===== src/logic/crc_chk_pkg.sv =====
// constants, field layout and carrier types for the write crc checker
`default_nettype none
package crc_chk_pkg;
    // register byte addresses
    localparam logic [7:0] ADDR_CTRL = 8'h00;
    localparam logic [7:0] ADDR_STAT = 8'h04;
    localparam logic [7:0] ADDR_MASK = 8'h08;
    localparam logic [7:0] ADDR_CRC = 8'h0c;
    // control field positions
    localparam int CTL_CRC_EN = 0;
    localparam int CTL_DM_EN = 1;
    localparam int CTL_HALF = 2;
    localparam int CTL_X8 = 3;
    localparam int CTL_PDA = 4;
    localparam int CTL_W = 5;
    localparam logic [CTL_W-1:0] CTRL_RST = 5'h00;
    // status / mask field positions
    localparam int ST_ERR_LO = 0;
    localparam int ST_ERR_HI = 1;
    localparam int ST_DONE = 2;
    localparam int ST_ILLEGAL = 3;
    localparam int ST_PDA_SEL = 4;
    localparam int ST_W = 5;
    localparam logic [ST_W-1:0] STAT_RST = 5'h00;
    localparam logic [ST_W-1:0] MASK_RST = 5'h00;
    // frame geometry
    localparam logic [3:0] UI_CRC = 4'ha;
    localparam logic [3:0] UI_PLAIN = 4'h8;
    localparam int BEATS = 10;
    localparam int DATA_BEATS = 8;
    localparam int CHOP_BEATS = 4;
    localparam int CRC_BEAT = 8;
    localparam int TREE_W = 72;
    localparam logic [7:0] CRC_POLY = 8'h07;
    localparam logic [7:0] CRC_INIT = 8'h00;
    localparam logic [15:0] KEEP_LO = 16'h5555;
    localparam logic [15:0] KEEP_HI = 16'haaaa;

    // both byte groups on one unit interval: bit 8 of each is the mask/inversion lane
    typedef struct packed {
        logic [8:0] hi;
        logic [8:0] lo;
    } beat_t;

    // link pins as sampled together
    typedef struct packed {
        logic cmd;
        logic a2;
        logic bc4;
        logic strobe;
        logic [1:0] dm_n;
        logic [15:0] dq;
    } pins_t;
endpackage : crc_chk_pkg
`default_nettype wire


===== src/logic/crc_tree_byte.sv =====
// crc tree for one byte group: builds the 72 tree inputs and checks them
`timescale 1ns/10ps
`default_nettype none
module crc_tree_byte (
    // captured frame, beat 0 first, bit 8 of each beat is the mask lane
    input wire logic [9:0][8:0] ui,
    // frame options
    input wire logic bc4,
    input wire logic dm_en,
    // result
    output logic [7:0] calc,
    output logic [7:0] rx,
    output logic mismatch
);
    // tree input index is lane*8+beat, lane 8 being the mask lane
    function automatic logic [crc_chk_pkg::TREE_W-1:0] tree_build(input logic [9:0][8:0] u,
            input logic chop, input logic dm);
        logic [crc_chk_pkg::TREE_W-1:0] t;
        t = '1;
        for (int l = 0; l < 9; l++) begin
            for (int b = 0; b < crc_chk_pkg::DATA_BEATS; b++) begin
                // a2 high: upper nibble rides beats 0-3 and takes the lower nibble's places
                if (!chop || b < crc_chk_pkg::CHOP_BEATS) begin
                    t[l*8+b] = u[b][l];
                end
            end
        end
        if (!dm) begin
            t[71:64] = '1;
        end
        return t;
    endfunction : tree_build

    // serial form of x^8+x^2+x+1, highest index first so input i weighs x^(i+8)
    function automatic logic [7:0] crc8(input logic [crc_chk_pkg::TREE_W-1:0] t);
        logic [7:0] c;
        logic fb;
        c = crc_chk_pkg::CRC_INIT;
        for (int i = crc_chk_pkg::TREE_W - 1; i >= 0; i--) begin
            fb = c[7] ^ t[i];
            c = {c[6:0], 1'b0} ^ (fb ? crc_chk_pkg::CRC_POLY : 8'h00);
        end
        return c;
    endfunction : crc8

    always_comb begin
        calc = crc8(tree_build(ui, bc4, dm_en));
        for (int j = 0; j < 8; j++) begin
            rx[j] = ui[crc_chk_pkg::CRC_BEAT][j];
        end
        mismatch = (calc != rx);
    end
endmodule : crc_tree_byte
`default_nettype wire


===== config.mk =====
export PLATFORM = sky130hd
export DESIGN_NAME = crc_tree_byte
export DESIGN_NICKNAME = d
export VERILOG_FILES = /design/src/logic/crc_chk_pkg.sv /design/src/logic/crc_tree_byte.sv
export SDC_FILE = /design/constraint.sdc
export NUM_CORES = 1
export LEC_CHECK = 0
export ABC_AREA = 1
export BUFFER_PORTS_ARGS = -buffer_cell sky130_fd_sc_hd__buf_2
export CAP_MARGIN = 20
export CORE_UTILIZATION = 52
export DETAILED_ROUTE_END_ITERATION = 7
export GPL_ROUTABILITY_DRIVEN = 0
export GPL_TIMING_DRIVEN = 0
export PLACE_DENSITY = 0.94
export SYNTH_ARGS = -nofsm -noshare
export SYNTH_HDL_FRONTEND = slang
export SYNTH_SLANG_ARGS = --single-unit

===== constraint.sdc =====
create_clock -name vclk -period 6.4
set_input_delay 1.28 -clock vclk [all_inputs]
set_output_delay 1.28 -clock vclk [all_outputs]
set_load 0.05 [all_outputs]

==> results of run 1 <==
-- cells by family after synthesis --
group           synth area share
xor+xnor                  0.0180
buf+inv                    0.133
simple gates               0.847
compound gates           0.00116
-- metrics by stage --
| stage | instance area (µm²) | TNS, ns | hold WS, ns | setup slack [ns] |
|---|---|---|---|---|
| floorplan | 4530 | -0.322 | 2.73 | -0.310 |
| detailed placement | 5140 | -6.21 | 2.99 | -1.04 |
| global placement | 5140 | -4.81 | 2.98 | -0.867 |
| CTS | 5900 | -4.08 | 2.99 | -0.787 |
-- metal layers --
metal | global-route usage | GRT overflow
met2 | 1.86 | 1418
met5 | 0.0577 | 0
met3 | 0.597 | 5
met1 | 0.892 | 9
met4 | 1.29 | 255
-- repair_timing --
action                     4_1_cts
resized for setup              151
setup endpoints to repair        9
pin swaps                       40
setup buffers                   15
hold buffers                     0
gates cloned                     2
==> metrics.cfg, run 1 <==
[grt]
grt_max_degree = 11
track_usage = 1.13
overflow = 1687

[floorplanning]
fp-row-count = 32
start_util = 0.547
die_x_um = 93.1
ios = 109
die_h_um = 93.1

[outcome]
stop_stage = global routing
status = did not finish
stop_error = [ERROR GRT-0232] Routing congestion too high. Check the congestion heatmap in the GUI.

[yosys]
syn_nets = 982
synth.most_common_cell = nand2_1
syn_inst = 890
ys_top_cells_by_count = 373 x nand2_1, 176 x nand3_1, 91 x inv_1
synth_cell_types = 25
syn_area_um2 = 4310
synth_top_area_frac = 0.325
synth-seq-area-share = 0
synth.largest_area_cell = nand2_1
ys_warn_count = 0
avgSynthCellArea_um2 = 4.84
synth_area_leaders = nand2_1 32%, nand3_1 20%, nand2_2 11%, inv_1 7.9%, nand3_2 7.0%

[placement]
portBuffers = 98
place_inst = 1090
place_hpwl_um = 9930

[timing]
worst-ep-kind = primary output
crit_endpoint = mismatch

==> run 2: changes to the inputs <==
- CORE_UTILIZATION: 52 -> 40
- PLACE_DENSITY: 0.94 -> unset
- PLACE_DENSITY_LB_ADDON: unset -> 0.15
- clock period: 6.4 -> 8.3 ns (I/O delays scaled with it)
==> run 2 against run 1 <==
- the flow now finishes without violations
- area after synthesis stayed put
- synthesized cell count stayed put
==> metrics.cfg, run 2 <==
[timing]
max_slew_margin = 0.592
finalCriticalPeriod_ns = 7.99
finalWorstSetupSlack_ns = 0.305
hold-worst-slack_ns = 3.74
final.setup.tns_ns = 0
fmax_mhz = 125
min_period_over_period = 0.963
hold_violations = 0
setup_viol = 0
slew_viol_final = 0
tightest_slew_ns = 0.612

[detailed_routing]
ant_nets = 0
wire_per_inst_um = 11.0
routed_wl_um = 12500
dr.pass1.iters = 4
via_per_inst = 4.88
drc_errors = 0
drt_iter0_markers = 210
via_count = 5564

[placement]
pre_cts_ws_ns = 0.113  ; +1.16 ns
place_inst = 1124  ; +3.1%
place_hpwl_um = 9810  ; -1.2%
portBuffers = 98  ; unchanged

[grt]
grt_pass1_vias = 4601
grt_first_pass_wirelength_um = 19200
grt_max_degree = 11
overflow = 0
antenna_found_initial = 0
track_usage = 0.199

[hold_path]
holdPathEnd = rx[5]
min_from = ui[77]
whs_path_depth = 3
hold_class = in2out

[floorplanning]
die_h_um = 106  ; +14%
start_util = 0.416  ; -0.131
fp-row-count = 37  ; +16%
dieArea_um2 = 11200
die_x_um = 106  ; +14%
ios = 109  ; unchanged
core_area_um2 = 10400

[critical_path]
cp.required_ns = 6.64
critPathBufInv = 8
cp-end-kind = output port
arrival_ns = 6.33
cp_common_cell = nand2_1
cpLargestDelayFamily = simple AND/OR/NAND/NOR gates
crit_fanout = 6
cp_slowest_stage_delay_ns = 0.20
startpoint_type = input port
slowest_stage = nand3b_1
crit_type = in2out

[outcome]
status = finished, final reports clean

[yosys]
syn_inst = 890  ; unchanged
avgSynthCellArea_um2 = 4.84  ; unchanged
synth_top_area_frac = 0.325  ; unchanged
yosys-mux-area-fraction = 0  ; unchanged
ys_warn_count = 0  ; unchanged
synth_top_family_by_area = simple AND/OR/NAND/NOR gates
synth_compound_area_frac = 0.00116  ; unchanged
yosys.area_share.simple = 0.847  ; unchanged
ys_top_cells_by_count = 373 x nand2_1, 176 x nand3_1, 91 x inv_1
synth-seq-area-share = 0  ; unchanged
synth_fa_ha_area_frac = 0  ; unchanged
synth-xor-area-share = 0.0180  ; unchanged
synth.largest_area_cell = nand2_1
synth.most_common_cell = nand2_1
synth_cell_types = 25  ; unchanged
synth_area_leaders = nand2_1 32%, nand3_1 20%, nand2_2 11%, inv_1 7.9%, nand3_2 7.0%
syn_area_um2 = 4310  ; unchanged
syn_nets = 982  ; unchanged

[final_layout]
final_common_cell = nand2_1
areaGrowthSynthToFinish_pct = 36.2
drive_above_1_share = 0.435
nets = 1097
antenna_cells = 0
final_cell_mix = 274 x nand2_1, 143 x nand3_1, 141 x nand2_2
n_clock_buffer = 0
n_sequential_cell = 0
instances_no_fill = 1139
seqCellArea_um2 = 0

[run]
drv_cap = 0

==> run 2: cells by family after synthesis <==
kind of cell | count (synthesis)
AO/OA/AOI/OAI | 1
XOR/XNOR | 8
buffers and inverters | 139
AND/OR/NAND/NOR | 742
==> run 2: worst max-delay path by stage <==
stage	startpoint	to	slack, ns	depth (start not counted)
after CTS	dm_en	mismatch	0.09	49
after global placement	dm_en	mismatch	0.12	48
final	dm_en	mismatch	0.31	47
after detailed placement	dm_en	mismatch	0.11	49
after floorplan	bc4	mismatch	0.12	47
after global routing	dm_en	mismatch	-0.11	52
==> run 2: per-layer routing <==
metal | track usage | share of wire | vias to the layer above
met5 | 0 | 0 | -
met4 | 0.00298 | 0.00064 | 0
met3 | 0.00371 | 0.023 | 2
met2 | 0.359 | 0.50 | 71
met1 | 0.279 | 0.48 | 2468
li1 | - | - | 3023
==> run 2: cell type report <==
class,count,area [µm²]
plain buffers,14,110
fillers,1117,4500
inverters,125,469
multi-input cells,751,4490
well taps,136,170
repair buffers,113,629
==> run 2: metrics by stage <==
| step | util | area (µm²) |
|---|---|---|
| after floorplan | - | 4310 |
| after global placement | 0.479 | 4970 |
| after detailed placement | 0.479 | 4970 |
| after CTS | 0.479 | 4970 |
| after global routing | 0.566 | 5870 |
| final | 0.566 | 5870 |
==> run 2: repair_timing <==
item | 4_1_cts | 5_1_grt
endpoints found under the setup margin | 0 | 7
buffers inserted | 0 | 13
hold endpoints to repair | 0 | 0
gates resized for setup | 0 | 205
hold buffers | 0 | 0
Power of run 2 is left out: the tool's default activity adds up to more than one toggle a clock period on the data nets, which glitch-free logic cannot reach.
